**src/design/cgs_gpio_cfg.svh**
```systemverilog
/*
 * Register map, field positions, mode codes and reset values of the camera GPIO block.
 * Assumes an APB slave with an 8-bit byte address and 32-bit data.
 */
`ifndef CGS_GPIO_CFG_SVH
`define CGS_GPIO_CFG_SVH

`define CGS_ADDR_CTRL     8'h00
`define CGS_ADDR_MODE     8'h04
`define CGS_ADDR_OUT      8'h08
`define CGS_ADDR_DELAY    8'h0c
`define CGS_ADDR_DUR      8'h10
`define CGS_ADDR_SHUTTER  8'h14
`define CGS_ADDR_PERIOD   8'h18
`define CGS_ADDR_PATTERN  8'h1c
`define CGS_ADDR_STATUS   8'h20

`define CGS_CTRL_EXT      0
`define CGS_CTRL_POL      1
`define CGS_CTRL_SRC_LSB  2
`define CGS_CTRL_SRC_MSB  3
`define CGS_PAT_MASK_MSB  7
`define CGS_PAT_LEN_LSB   8
`define CGS_PAT_LEN_MSB   10
`define CGS_PAT_EN        31

`define CGS_MODE_IN       2'h0
`define CGS_MODE_OUT      2'h1
`define CGS_MODE_TRIG     2'h2
`define CGS_MODE_STRB     2'h3

`define CGS_RST_CTRL      4'h0
`define CGS_RST_MODE      8'h00
`define CGS_RST_DELAY     16'h0000
`define CGS_RST_DUR       16'h0000
`define CGS_RST_SHUTTER   16'h03e8
`define CGS_RST_PERIOD    24'h0a2c2a
`define CGS_RST_PIN       4'hf

`endif

```
**src/design/cgs_pkg.sv**
```systemverilog
/*
 * Types shared by the camera GPIO top, exposure sequencer and strobe generator.
 * Assumes cgs_gpio_cfg.svh for all numeric constants.
 */
package cgs_pkg;
    typedef logic [3:0] cgs_lines_type;
    typedef enum logic [0:0] {SEQ_IDLE, SEQ_INTEG} cgs_seq_state_type;
    typedef enum logic [1:0] {STB_IDLE, STB_DELAY, STB_PULSE} cgs_stb_state_type;

    typedef struct packed {
        cgs_seq_state_type state;
        logic [23:0]       pcnt;
        logic [15:0]       ecnt;
        logic              start;
    } cgs_seq_type;

    typedef struct packed {
        cgs_stb_state_type state;
        logic [15:0]       cnt;
        logic [2:0]        phase;
        logic              level;
    } cgs_stb_type;

    typedef struct packed {
        logic [7:0]    mode;
        logic [3:0]    out_val;
        logic [3:0]    ctrl;
        logic [15:0]   delay;
        logic [15:0]   dur;
        logic [15:0]   shutter;
        logic [23:0]   period;
        logic          pat_en;
        logic [2:0]    pat_len;
        logic [7:0]    pat_mask;
        cgs_lines_type s1;
        cgs_lines_type s2;
        cgs_lines_type s3;
        cgs_lines_type lvl;
        cgs_lines_type lvl_d;
        logic          trig;
        logic [31:0]   prdata;
        logic          pready;
        logic          pslverr;
        cgs_lines_type pin_out;
        cgs_lines_type pin_oe_n;
    } cgs_top_type;
endpackage

```
**src/design/cgs_link_if.sv**
```systemverilog
/*
 * Interface joining the GPIO top with the exposure sequencer and strobe generator.
 * Assumes all members change on pclk only.
 */
`timescale 1ns/1ps
interface cgs_link_if;
    logic        ext_en;
    logic        trig;
    logic [15:0] shutter;
    logic [23:0] period;
    logic [15:0] delay;
    logic [15:0] dur;
    logic        pat_en;
    logic [2:0]  pat_len;
    logic [7:0]  pat_mask;
    logic        integ_start;
    logic        integrating;
    logic        strobe;

    modport top (output ext_en, trig, shutter, period, delay, dur, pat_en, pat_len,
                 pat_mask, input integ_start, integrating, strobe);
    modport seq (input ext_en, trig, shutter, period, output integ_start, integrating);
    modport stb (input ext_en, trig, shutter, delay, dur, pat_en, pat_len, pat_mask,
                 integ_start, integrating, output strobe);
endinterface

```
**src/design/cgs_gpio_top.sv**
```systemverilog
/*
 * Camera GPIO block: four lines, each input, output, trigger or strobe,
 * with an APB register file, trigger detection and pin drivers.
 * Assumes pins are asynchronous to pclk; the pad provides the pull-up.
 */
`timescale 1ns/1ps
`include "cgs_gpio_cfg.svh"
module cgs_gpio_top (
    input  wire logic           pclk,
    input  wire logic           presetn,
    input  wire logic           psel,
    input  wire logic           penable,
    input  wire logic           pwrite,
    input  wire logic [7:0]     paddr,
    input  wire logic [31:0]    pwdata,
    output logic [31:0]         prdata,
    output logic                pready,
    output logic                pslverr,
    input  wire cgs_pkg::cgs_lines_type gpio_in,
    output cgs_pkg::cgs_lines_type      gpio_out,
    output cgs_pkg::cgs_lines_type      gpio_oe_n,
    output logic                frame_start,
    output logic                integrating
);
    import cgs_pkg::*;

    cgs_top_type cur_ff;
    cgs_top_type nxt_top;
    logic [1:0]  src;
    logic        rise;
    logic        fall;
    logic        acc;
    logic        wr;

    cgs_link_if lk ();

    cgs_expo_seq u_seq (
        .pclk    (pclk),
        .presetn (presetn),
        .lk      (lk.seq)
    );

    cgs_strobe_gen u_stb (
        .pclk    (pclk),
        .presetn (presetn),
        .lk      (lk.stb)
    );

    // Mode field of one line
    function automatic logic [1:0] line_mode(input logic [7:0] modes, input logic [1:0] idx);
        line_mode = modes[{idx, 1'b0} +: 2];
    endfunction

    // Modes in which a line may serve as trigger source
    function automatic logic takes_trig(input logic [1:0] m);
        takes_trig = (m == `CGS_MODE_IN) || (m == `CGS_MODE_TRIG);
    endfunction

    assign lk.ext_en   = cur_ff.ctrl[`CGS_CTRL_EXT];
    assign lk.trig     = cur_ff.trig;
    assign lk.shutter  = cur_ff.shutter;
    assign lk.period   = cur_ff.period;
    assign lk.delay    = cur_ff.delay;
    assign lk.dur      = cur_ff.dur;
    assign lk.pat_en   = cur_ff.pat_en;
    assign lk.pat_len  = cur_ff.pat_len;
    assign lk.pat_mask = cur_ff.pat_mask;

    always_comb begin
        nxt_top = cur_ff;
        src = cur_ff.ctrl[`CGS_CTRL_SRC_MSB:`CGS_CTRL_SRC_LSB];
        acc = psel && penable;
        wr = acc && pwrite && cur_ff.pready;

        // Three-stage synchroniser; level follows once stages two and three agree
        nxt_top.s1 = gpio_in;
        nxt_top.s2 = cur_ff.s1;
        nxt_top.s3 = cur_ff.s2;
        for (int i = 0; i < 4; i++) begin
            if (cur_ff.s2[i] == cur_ff.s3[i]) begin
                nxt_top.lvl[i] = cur_ff.s3[i];
            end
        end
        nxt_top.lvl_d = cur_ff.lvl;

        // Trigger edge on the selected source line
        rise = cur_ff.lvl[src] && !cur_ff.lvl_d[src];
        fall = !cur_ff.lvl[src] && cur_ff.lvl_d[src];
        nxt_top.trig = cur_ff.ctrl[`CGS_CTRL_EXT]
                       && takes_trig(line_mode(cur_ff.mode, src))
                       && (cur_ff.ctrl[`CGS_CTRL_POL] ? rise : fall);

        // APB: answer one cycle after the access phase begins
        nxt_top.pready = 1'b0;
        nxt_top.pslverr = 1'b0;
        if (acc && !cur_ff.pready) begin
            nxt_top.pready = 1'b1;
            nxt_top.prdata = '0;
            case (paddr)
                `CGS_ADDR_CTRL: begin
                    nxt_top.prdata[3:0] = cur_ff.ctrl;
                end
                `CGS_ADDR_MODE: begin
                    nxt_top.prdata[7:0] = cur_ff.mode;
                end
                `CGS_ADDR_OUT: begin
                    nxt_top.prdata[3:0] = cur_ff.out_val;
                end
                `CGS_ADDR_DELAY: begin
                    nxt_top.prdata[15:0] = cur_ff.delay;
                end
                `CGS_ADDR_DUR: begin
                    nxt_top.prdata[15:0] = cur_ff.dur;
                end
                `CGS_ADDR_SHUTTER: begin
                    nxt_top.prdata[15:0] = cur_ff.shutter;
                end
                `CGS_ADDR_PERIOD: begin
                    nxt_top.prdata[23:0] = cur_ff.period;
                end
                `CGS_ADDR_PATTERN: begin
                    nxt_top.prdata[`CGS_PAT_EN] = cur_ff.pat_en;
                    nxt_top.prdata[`CGS_PAT_LEN_MSB:`CGS_PAT_LEN_LSB] = cur_ff.pat_len;
                    nxt_top.prdata[`CGS_PAT_MASK_MSB:0] = cur_ff.pat_mask;
                end
                `CGS_ADDR_STATUS: begin
                    nxt_top.prdata[3:0] = cur_ff.lvl;
                    nxt_top.prdata[4] = lk.strobe;
                    nxt_top.prdata[5] = lk.integrating;
                end
                default: begin
                    nxt_top.pslverr = 1'b1;
                end
            endcase
        end

        // Writes land at the edge where the master sees pready
        if (wr) begin
            case (paddr)
                `CGS_ADDR_CTRL: begin
                    nxt_top.ctrl = pwdata[3:0];
                end
                `CGS_ADDR_MODE: begin
                    nxt_top.mode = pwdata[7:0];
                end
                `CGS_ADDR_OUT: begin
                    nxt_top.out_val = pwdata[3:0];
                end
                `CGS_ADDR_DELAY: begin
                    nxt_top.delay = pwdata[15:0];
                end
                `CGS_ADDR_DUR: begin
                    nxt_top.dur = pwdata[15:0];
                end
                `CGS_ADDR_SHUTTER: begin
                    nxt_top.shutter = pwdata[15:0];
                end
                `CGS_ADDR_PERIOD: begin
                    nxt_top.period = pwdata[23:0];
                end
                `CGS_ADDR_PATTERN: begin
                    nxt_top.pat_en = pwdata[`CGS_PAT_EN];
                    nxt_top.pat_len = pwdata[`CGS_PAT_LEN_MSB:`CGS_PAT_LEN_LSB];
                    nxt_top.pat_mask = pwdata[`CGS_PAT_MASK_MSB:0];
                end
                default: begin
                    nxt_top.ctrl = cur_ff.ctrl;
                end
            endcase
        end

        // Pin drivers; enable is active low
        for (int i = 0; i < 4; i++) begin
            case (line_mode(cur_ff.mode, i[1:0]))
                `CGS_MODE_OUT: begin
                    nxt_top.pin_out[i] = cur_ff.out_val[i];
                    nxt_top.pin_oe_n[i] = 1'b0;
                end
                `CGS_MODE_STRB: begin
                    nxt_top.pin_out[i] = lk.strobe;
                    nxt_top.pin_oe_n[i] = 1'b0;
                end
                default: begin
                    nxt_top.pin_out[i] = 1'b0;
                    nxt_top.pin_oe_n[i] = 1'b1;
                end
            endcase
        end
    end

    always_ff @(posedge pclk or negedge presetn) begin
        if (!presetn) begin
            cur_ff <= '0;
            cur_ff.mode <= `CGS_RST_MODE;
            cur_ff.ctrl <= `CGS_RST_CTRL;
            cur_ff.delay <= `CGS_RST_DELAY;
            cur_ff.dur <= `CGS_RST_DUR;
            cur_ff.shutter <= `CGS_RST_SHUTTER;
            cur_ff.period <= `CGS_RST_PERIOD;
            cur_ff.s1 <= `CGS_RST_PIN;
            cur_ff.s2 <= `CGS_RST_PIN;
            cur_ff.s3 <= `CGS_RST_PIN;
            cur_ff.lvl <= `CGS_RST_PIN;
            cur_ff.lvl_d <= `CGS_RST_PIN;
            cur_ff.pin_oe_n <= `CGS_RST_PIN;
        end else begin
            cur_ff <= nxt_top;
        end
    end

    assign prdata      = cur_ff.prdata;
    assign pready      = cur_ff.pready;
    assign pslverr     = cur_ff.pslverr;
    assign gpio_out    = cur_ff.pin_out;
    assign gpio_oe_n   = cur_ff.pin_oe_n;
    assign frame_start = lk.integ_start;
    assign integrating = lk.integrating;
endmodule

```
**src/design/cgs_expo_seq.sv**
```systemverilog
/*
 * Exposure sequencer: free-running frame starts or trigger-started integration.
 * Assumes trig is a one-cycle pulse already qualified by the top.
 */
`timescale 1ns/1ps
`include "cgs_gpio_cfg.svh"
module cgs_expo_seq (
    input  wire logic pclk,
    input  wire logic presetn,
    cgs_link_if.seq   lk
);
    import cgs_pkg::*;
    cgs_seq_type cur_ff;
    cgs_seq_type nxt_seq;

    always_comb begin
        nxt_seq = cur_ff;
        nxt_seq.start = 1'b0;
        if (lk.ext_en) begin
            nxt_seq.pcnt = '0;
        end else if (cur_ff.pcnt >= lk.period - 24'h1) begin
            nxt_seq.pcnt = '0;
        end else begin
            nxt_seq.pcnt = cur_ff.pcnt + 24'h1;
        end
        case (cur_ff.state)
            SEQ_IDLE: begin
                if ((lk.ext_en && lk.trig) ||
                    (!lk.ext_en && cur_ff.pcnt >= lk.period - 24'h1)) begin
                    nxt_seq.state = SEQ_INTEG;
                    nxt_seq.ecnt = '0;
                    nxt_seq.start = 1'b1;
                end
            end
            SEQ_INTEG: begin
                nxt_seq.ecnt = cur_ff.ecnt + 16'h1;
                if (cur_ff.ecnt + 16'h1 >= lk.shutter) begin
                    nxt_seq.state = SEQ_IDLE;
                end
            end
            default: nxt_seq.state = SEQ_IDLE;
        endcase
    end

    always_ff @(posedge pclk or negedge presetn) begin
        if (!presetn) begin
            cur_ff <= '{state: SEQ_IDLE, pcnt: '0, ecnt: '0, start: 1'b0};
        end else begin
            cur_ff <= nxt_seq;
        end
    end

    assign lk.integ_start = cur_ff.start;
    assign lk.integrating = (cur_ff.state == SEQ_INTEG);
endmodule

```
**src/design/cgs_strobe_gen.sv**
```systemverilog
/*
 * Strobe generator: delay, duration and per-frame pattern of the strobe pulse.
 * Assumes integ_start and trig are one-cycle pulses on pclk.
 */
`timescale 1ns/1ps
`include "cgs_gpio_cfg.svh"
module cgs_strobe_gen (
    input  wire logic pclk,
    input  wire logic presetn,
    cgs_link_if.stb   lk
);
    import cgs_pkg::*;
    cgs_stb_type cur_ff;
    cgs_stb_type nxt_stb;
    logic        ref_evt;
    logic        fire;
    logic [15:0] dur_eff;

    always_comb begin
        nxt_stb = cur_ff;
        // A trigger dropped during exposure makes no frame, so no strobe and no phase step
        ref_evt = lk.ext_en ? (lk.trig && !lk.integrating) : lk.integ_start;
        fire = !lk.pat_en || lk.pat_mask[cur_ff.phase];
        dur_eff = (lk.dur == 16'h0) ? lk.shutter : lk.dur;
        if (!lk.pat_en) begin
            nxt_stb.phase = '0;
        end else if (ref_evt) begin
            nxt_stb.phase = (cur_ff.phase >= lk.pat_len) ? 3'h0 : cur_ff.phase + 3'h1;
        end
        case (cur_ff.state)
            STB_IDLE: begin
                if (ref_evt && fire) begin
                    nxt_stb.cnt = '0;
                    if (lk.delay == 16'h0) begin
                        nxt_stb.state = STB_PULSE;
                        nxt_stb.level = 1'b1;
                    end else begin
                        nxt_stb.state = STB_DELAY;
                    end
                end
            end
            STB_DELAY: begin
                nxt_stb.cnt = cur_ff.cnt + 16'h1;
                if (cur_ff.cnt + 16'h1 >= lk.delay) begin
                    nxt_stb.state = STB_PULSE;
                    nxt_stb.level = 1'b1;
                    nxt_stb.cnt = '0;
                end
            end
            STB_PULSE: begin
                nxt_stb.cnt = cur_ff.cnt + 16'h1;
                if (cur_ff.cnt + 16'h1 >= dur_eff) begin
                    nxt_stb.state = STB_IDLE;
                    nxt_stb.level = 1'b0;
                end
            end
            default: begin
                nxt_stb.state = STB_IDLE;
                nxt_stb.level = 1'b0;
            end
        endcase
    end

    always_ff @(posedge pclk or negedge presetn) begin
        if (!presetn) begin
            cur_ff <= '{state: STB_IDLE, cnt: '0, phase: '0, level: 1'b0};
        end else begin
            cur_ff <= nxt_stb;
        end
    end

    assign lk.strobe = cur_ff.level;
endmodule

```
**config.mk**
```make
export PLATFORM = sky130hd
export DESIGN_NAME = cgs_gpio_top
export DESIGN_NICKNAME = d
export VERILOG_FILES = /design/src/design/cgs_pkg.sv /design/src/design/cgs_link_if.sv /design/src/design/cgs_gpio_top.sv /design/src/design/cgs_expo_seq.sv /design/src/design/cgs_strobe_gen.sv
export VERILOG_INCLUDE_DIRS = /design/src /design/src/design
export SDC_FILE = /design/constraint.sdc
export NUM_CORES = 1
export LEC_CHECK = 0
export BUFFER_PORTS_ARGS = -buffer_cell sky130_fd_sc_hd__buf_4
export CORE_AREA = 2 2 150 182
export DETAILED_ROUTE_END_ITERATION = 8
export DIE_AREA = 0 0 152 184
export GPL_TIMING_DRIVEN = 1
export PLACE_DENSITY = 0.79
export SYNTH_ARGS = -nofsm -noshare
export SYNTH_HDL_FRONTEND = slang
export SYNTH_HIERARCHICAL = 1
export SYNTH_SLANG_ARGS = --single-unit
```
**constraint.sdc**
```tcl
create_clock -name pclk -period 3.9 [get_ports pclk]
set_input_delay 0.195 -clock pclk [delete_from_list [all_inputs] [get_ports pclk]]
set_output_delay 0.195 -clock pclk [all_outputs]
set_load 0.02 [all_outputs]
```
* After elaboration in Yosys (flattened, before gate mapping)
Index checks and enable logic that the tools add are counted.
** Word-level totals
- Register bits :: 220
- Latch bits :: 0
- Memory bits (writable) :: 0
- ROM bits :: 0
- Output and inout port bits :: 44
- Logic and storage cells :: 166
- Memories :: 0
** Cells by class
- Add/subtract/negate cells :: 5
- $mul :: 0
- Div/mod/pow operators :: 0
- $lt $le $gt $ge :: 7
- Equality and inequality tests :: 29
- Shift-type cells :: 1
- Muxes and demuxes :: 48
- Bitwise gates (word level) :: 1
- Reductions and logical operators :: 43
** Operator list (count)
- >= comparator 16 bit :: 3
- two-way mux 24 bit :: 2
- one-hot mux 16 bit (3 select lines) :: 1
- two-way mux 18 bit :: 2
- one-hot mux 4 bit (9 select lines) :: 1
- adder 16 x 1 -> 16 bit (second input constant) :: 2
- equality test 8 x 5 -> 1 bit (second input constant) :: 4
- zero test 16 bit :: 2
- one-hot mux 16 bit (2 select lines) :: 1
- adder 24 x 1 -> 24 bit (second input constant) :: 1
- >= comparator 24 bit :: 1
- subtractor 24 x 1 -> 24 bit (second input constant) :: 1
- one-hot mux 5 bit (4 select lines) :: 1
- two-way mux 1 bit :: 18
- AND reduction 2 bit :: 9
- two-way mux 17 bit :: 1
- equality test 8 x 4 -> 1 bit (second input constant) :: 2
- two-way mux 16 bit :: 1
- one-hot mux 3 bit (5 select lines) :: 1
- one-hot mux 2 bit (7 select lines) :: 1
- equality test 2 bit (second input constant) :: 6
- logical AND 1 bit :: 12
- inequality test 2 x 1 -> 1 bit (second input constant) :: 6
- one-hot mux 2 bit (6 select lines) :: 1
- other kinds (27) :: 54

* Depth between registers and ports, before layout
- Word-level depth :: 6
- Depth in mapped cells :: 16
- Gate-level depth less buffers :: 15

* Cells and area by module
Netlist, hierarchy kept.
** Modules (own cells, without submodules)
- cgs_gpio_top :: instances 1, cells each 524, area each 7178.1 um^2, sequential area each 3951.3 um^2
- cgs_expo_seq :: instances 1, cells each 384, area each 3390.8 um^2, sequential area each 1051.0 um^2
- cgs_strobe_gen :: instances 1, cells each 289, area each 2368.5 um^2, sequential area each 550.5 um^2

* Worst setup path before layout
No wires, ideal clock.
- Kind :: flip-flop to flip-flop
- Start point :: register, netlist name lk.period[0]
- End point :: register u_seq/cur_ff[4] in the netlist's numbering
- Arrival time :: 3663 ps
- Path slack :: 101 ps
- Stages on the path, launching flop included :: 17
- Buffers on the path :: 1
- Cell sequence :: dfrtp_1 -> inv_1 -> ha_1 -> or3b_2 -> nor3_1 -> nand2_1 -> nor4_2 -> nand2_1 -> xor2_1 -> ha_1 -> nand4_1 -> nor2_1 -> inv_1 -> o211ai_1 -> and3b_1 -> clkbuf_1 -> nor3_1
** On the way
- Longest elaborated chain between the ends :: 5
** RTL lines
- subtractor 24 x 1 -> 24 bit :: RTL line cgs_expo_seq.sv:29 : (!lk.ext_en && cur_ff.pcnt >= lk.period - 24'h1)) begin
- >= comparator 24 bit :: RTL line cgs_expo_seq.sv:29
- logical AND 1 bit :: RTL line cgs_expo_seq.sv:29
- logical OR 1 bit :: RTL line cgs_expo_seq.sv:28 : if ((lk.ext_en && lk.trig) ||
- inequality test 2 x 1 -> 1 bit (no source line)
- end signal: assignment :: RTL line cgs_expo_seq.sv:47 : cur_ff <= '{state: SEQ_IDLE, pcnt: '0, ecnt: '0, start: 1'b0};
- end signal: assignment :: RTL line cgs_expo_seq.sv:49 : cur_ff <= nxt_seq;
- end: declaration :: RTL line cgs_expo_seq.sv:13 : cgs_seq_type cur_ff;
No other way between the ends.
A chain may end at the register's enable or synchronous reset.

* Worst setup path in the final report
- Start point :: register, netlist name lk.period[3]
- End point :: register u_seq/cur_ff[4] in the netlist's numbering
** On the way
- Longest elaborated chain between the ends :: 5
** RTL lines (RTL line)
- subtractor 24 x 1 -> 24 bit :: cgs_expo_seq.sv:29
- >= comparator 24 bit :: cgs_expo_seq.sv:29
- logical AND 1 bit :: cgs_expo_seq.sv:29
- logical OR 1 bit :: cgs_expo_seq.sv:28
- inequality test 2 x 1 -> 1 bit (no source line)
No other way between the ends.

==> flow_summary.toml <==
[outcome]
status = "finished with violations"
violations = "setup timing"

[clocking]
htreeDepth = 1
cts_tree = "yes"
cts_root_buf = "clkbuf_16"
cts-buffers-inserted = 23
clock_latency_ps = 520
clk_pin_slew_ps = 60
clockBufferDepth = 3
cts_num_sinks = 220

[finish]
diodes = 0
area_delta_synth_final_pct = 14.5
fillCellCount = 2101
drive_above_1_share_pct = 26.3
nNetsFinal = 1405
stdcell_count = 1625

[sta]
layout_setup_ws_ps = -11.1
slew_viol_final = 0
setup_violations = 6
grt_setup_unrepaired = "yes"
max_freq_mhz = 256
worst_clock_skew_ps = 11.1
hold_viol_final = 0
max-slew-margin-rel_pct = 31.4
final.period_utilization_pct = 100
fin_crit_ps = 3910
hold_slack_ps = 18.5
worst_pin_slew_ps = 1020

[floorplanning]
die_area_um2 = 28000
die_w_um = 152
fp-row-count = 65
coreArea_um2 = 26100
num_io_pins = 93
die_h_um = 184
initial_core_util_pct = 49.6

[global_routing]
grt_pass1_wl_um = 52300
grtUsageTotal_pct = 23.3
overflow = 0
grt_max_degree = 114
grt_pass1_vias = 9663
antenna_found_initial = 0

[route]
wl_per_cell_um = 20.6
vias = 9657
first_pass_iters = 5
ant_nets = 0
drc = 0
routed_via_density = 5.94
drt_iter0_markers = 706
wl_um = 33400

[setup_path]
cp-end-kind = "flip-flop"
path_class = "reg2reg"
critical_path_required_ps = 4340
crit_start = "lk.period[3]"
r2r_slack_ps = -10
crit_arrival_ps = 4350
worstReg2RegStart = "lk.period[3]"
start_kind = "flip-flop"
worstPathMaxFanout = 11

[hold_path]
worstHoldStart = "pwdata[3]"
hold_class = "in2reg"

[power_and_ir_drop]
cellPowerDensity_nw_per_um2 = 373
p_switching_uw = 1510
internal_power_uw = 4010
leakage_uw = 0.00696
power.share.clock_pct = 40.7
p_sw_share_pct = 27.3
ir_worst_vdd_uv = 249
combPwrFrac_pct = 14.3
pwr-share-seq_pct = 45.0

[synth]
synth_top_area_share_pct = 35.2
yosys_most_used_dff = "dfrtp_1"
ys_types = 90
synth-edff-count = 0
ys_warn_count = 6
synth_common_cells = "dfrtp_1 (182), mux2_2 (86), ha_1 (83)"
synth_cells = 1197
synth.most_common_cell = "dfrtp_1"
yosysTopAreaCell = "dfrtp_1"
synth_area_um2 = 12900
synthArstFlopShare_pct = 100
synth.avg_cell_area_um2 = 10.8
synth_sequential_area_ratio_pct = 42.9
ys_seq_elements = 220
synth_area_leaders = "dfrtp_1 (35%), ha_1 (8.0%), dfstp_2 (7.7%)"

[placed_design]
port-buffer-count = 78
dp.cells = 1549
place.gp.congestion = 0.872
dp_hpwl_um = 23700

[job]
drv_cap = 0
-- worst max-delay path, cell delays in order (launching register included) --
cell,delay (ps)
dfstp_2,390
or4_4,530
or2_4,260
or3b_4,410
nor4_4,390
nand3b_1,150
xor2_1,180
ha_1,310
a21o_1,200
a21oi_2,130
o221a_2,190
o211ai_1,140
and3b_1,230
buf_6,150
nor3_1,170
-- worst paths after layout --
check	to	cells past startpoint
worst max register to register	u_seq/cur_ff[4]	14
worst min register to register	cur_ff[57]	0
min in group asynchronous	cur_ff[148]	2
worst min-delay path	lk.shutter[3]	2
worst max-delay path	u_seq/cur_ff[4]	14
max in group asynchronous	lk.period[3]	3
-- area by class of cell --
class	count	area, um^2	area share, %
Tap cell	335	419	2.83
Timing Repair Buffer	129	1110	7.48
Clock inverter	15	166	1.12
Inverter	55	206	1.39
Sequential cell	220	5550	37.5
Clock buffer	27	601	4.05
Multi-Input combinational cell	844	6760	45.6
-- cell usage in the layout (no fill, tap or decap), drive strengths merged, types with 5 or more instances in the layout --
cell | netlist | layout
a211oi | 8 | 8
a21o | 8 | 8
a21oi | 44 | 44
a221oi | 9 | 9
a22o | 22 | 22
a22oi | 5 | 5
a31oi | 6 | 6
and2 | 10 | 10
and3 | 22 | 22
and4 | 5 | 5
buf | 67 | 100
clkbuf | 17 | 29
clkinv | 0 | 6
clkinvlp | 0 | 5
conb | 1 | 7
dfrtp | 182 | 182
dfstp | 38 | 38
dlygate4sd3 | 0 | 27
ha | 83 | 83
inv | 55 | 56
mux2 | 104 | 104
mux2i | 21 | 21
mux4 | 9 | 9
nand2 | 65 | 65
nand2b | 7 | 7
nand3 | 47 | 47
nand3b | 14 | 14
nand4 | 14 | 14
nor2 | 81 | 81
nor2b | 14 | 14
nor3 | 27 | 27
nor4 | 15 | 15
o21ai | 48 | 48
or2 | 8 | 8
or3 | 13 | 13
xnor2 | 32 | 32
xor2 | 32 | 32
-- sequential cells by signal (all words and copies together) (netlist names), 3 cells and up --
signal and cells:
cur_ff 36, lk.delay 16, lk.period 24, lk.shutter 16, lk.pat_len 3, gpio_oe_n 4, gpio_out 4, lk.dur 16
u_seq/cur_ff 40, prdata 25, lk.pat_mask 8, u_stb/cur_ff 21
-- layer usage --
| layer | routed length, um | GRT usage, % | up-vias | part of all wire [%] |
|---|---|---|---|---|
| li1 | - | - | 4441 | - |
| met1 | 13400 | 29.2 | 4767 | 40 |
| met2 | 16500 | 40.1 | 358 | 49 |
| met3 | 2070 | 3.28 | 91 | 6.2 |
| met4 | 1530 | 10.7 | 0 | 4.6 |
| met5 | 0 | 0 | - | 0 |
-- through the flow --
| step | area [um^2] | setup slack, ps | total power (uW) | utilization, % | setup TNS (ps) |
|---|---|---|---|---|---|
| floorplan | 13000 | 101 | 3010 | - | 0 |
| CTS | 14600 | 1.68 | 5510 | 55.8 | 0 |
| global placement | 13500 | 146 | 3210 | 51.8 | 0 |
| detailed placement | 13500 | 4.79 | 3240 | 51.8 | 0 |
| global route | 14800 | -153 | 5740 | 56.7 | -4370 |
| finish | 14800 | -11.1 | 5520 | 56.7 | -38.2 |
-- timing repair --
| item | in CTS | in global routing |
|---|---|---|
| hold endpoints to repair | 157 | 0 |
| buffers inserted | 0 | 5 |
| hold buffers | 27 | 0 |
| setup endpoints to repair | 0 | 42 |
| resized for setup | 0 | 40 |
-- cell families after synthesis --
| logic type | count (synthesis) | synth area share (%) |
|---|---|---|
| multiplexers | 134 | 12.6 |
| other | 1 | 0.0290 |
| AND/OR/NAND/NOR | 360 | 15.5 |
| XOR/XNOR | 64 | 4.33 |
| buffers and inverters | 139 | 6.19 |
| flip-flops | 220 | 42.9 |
| AO/OA/AOI/OAI | 192 | 10.1 |
| adder cells (fa/ha/maj) | 87 | 8.34 |
-- power by group through the flow --
stage                     Combinational [uW]  Clock (uW)  Sequential, uW
final                                    792        2250            2490
after global routing                     876        2370            2500
after CTS                                743        2280            2480
after detailed placement                 722           0            2520
after global placement                   690           0            2520
after floorplan                          522           0            2490
Power figures use the tool's default switching activity.
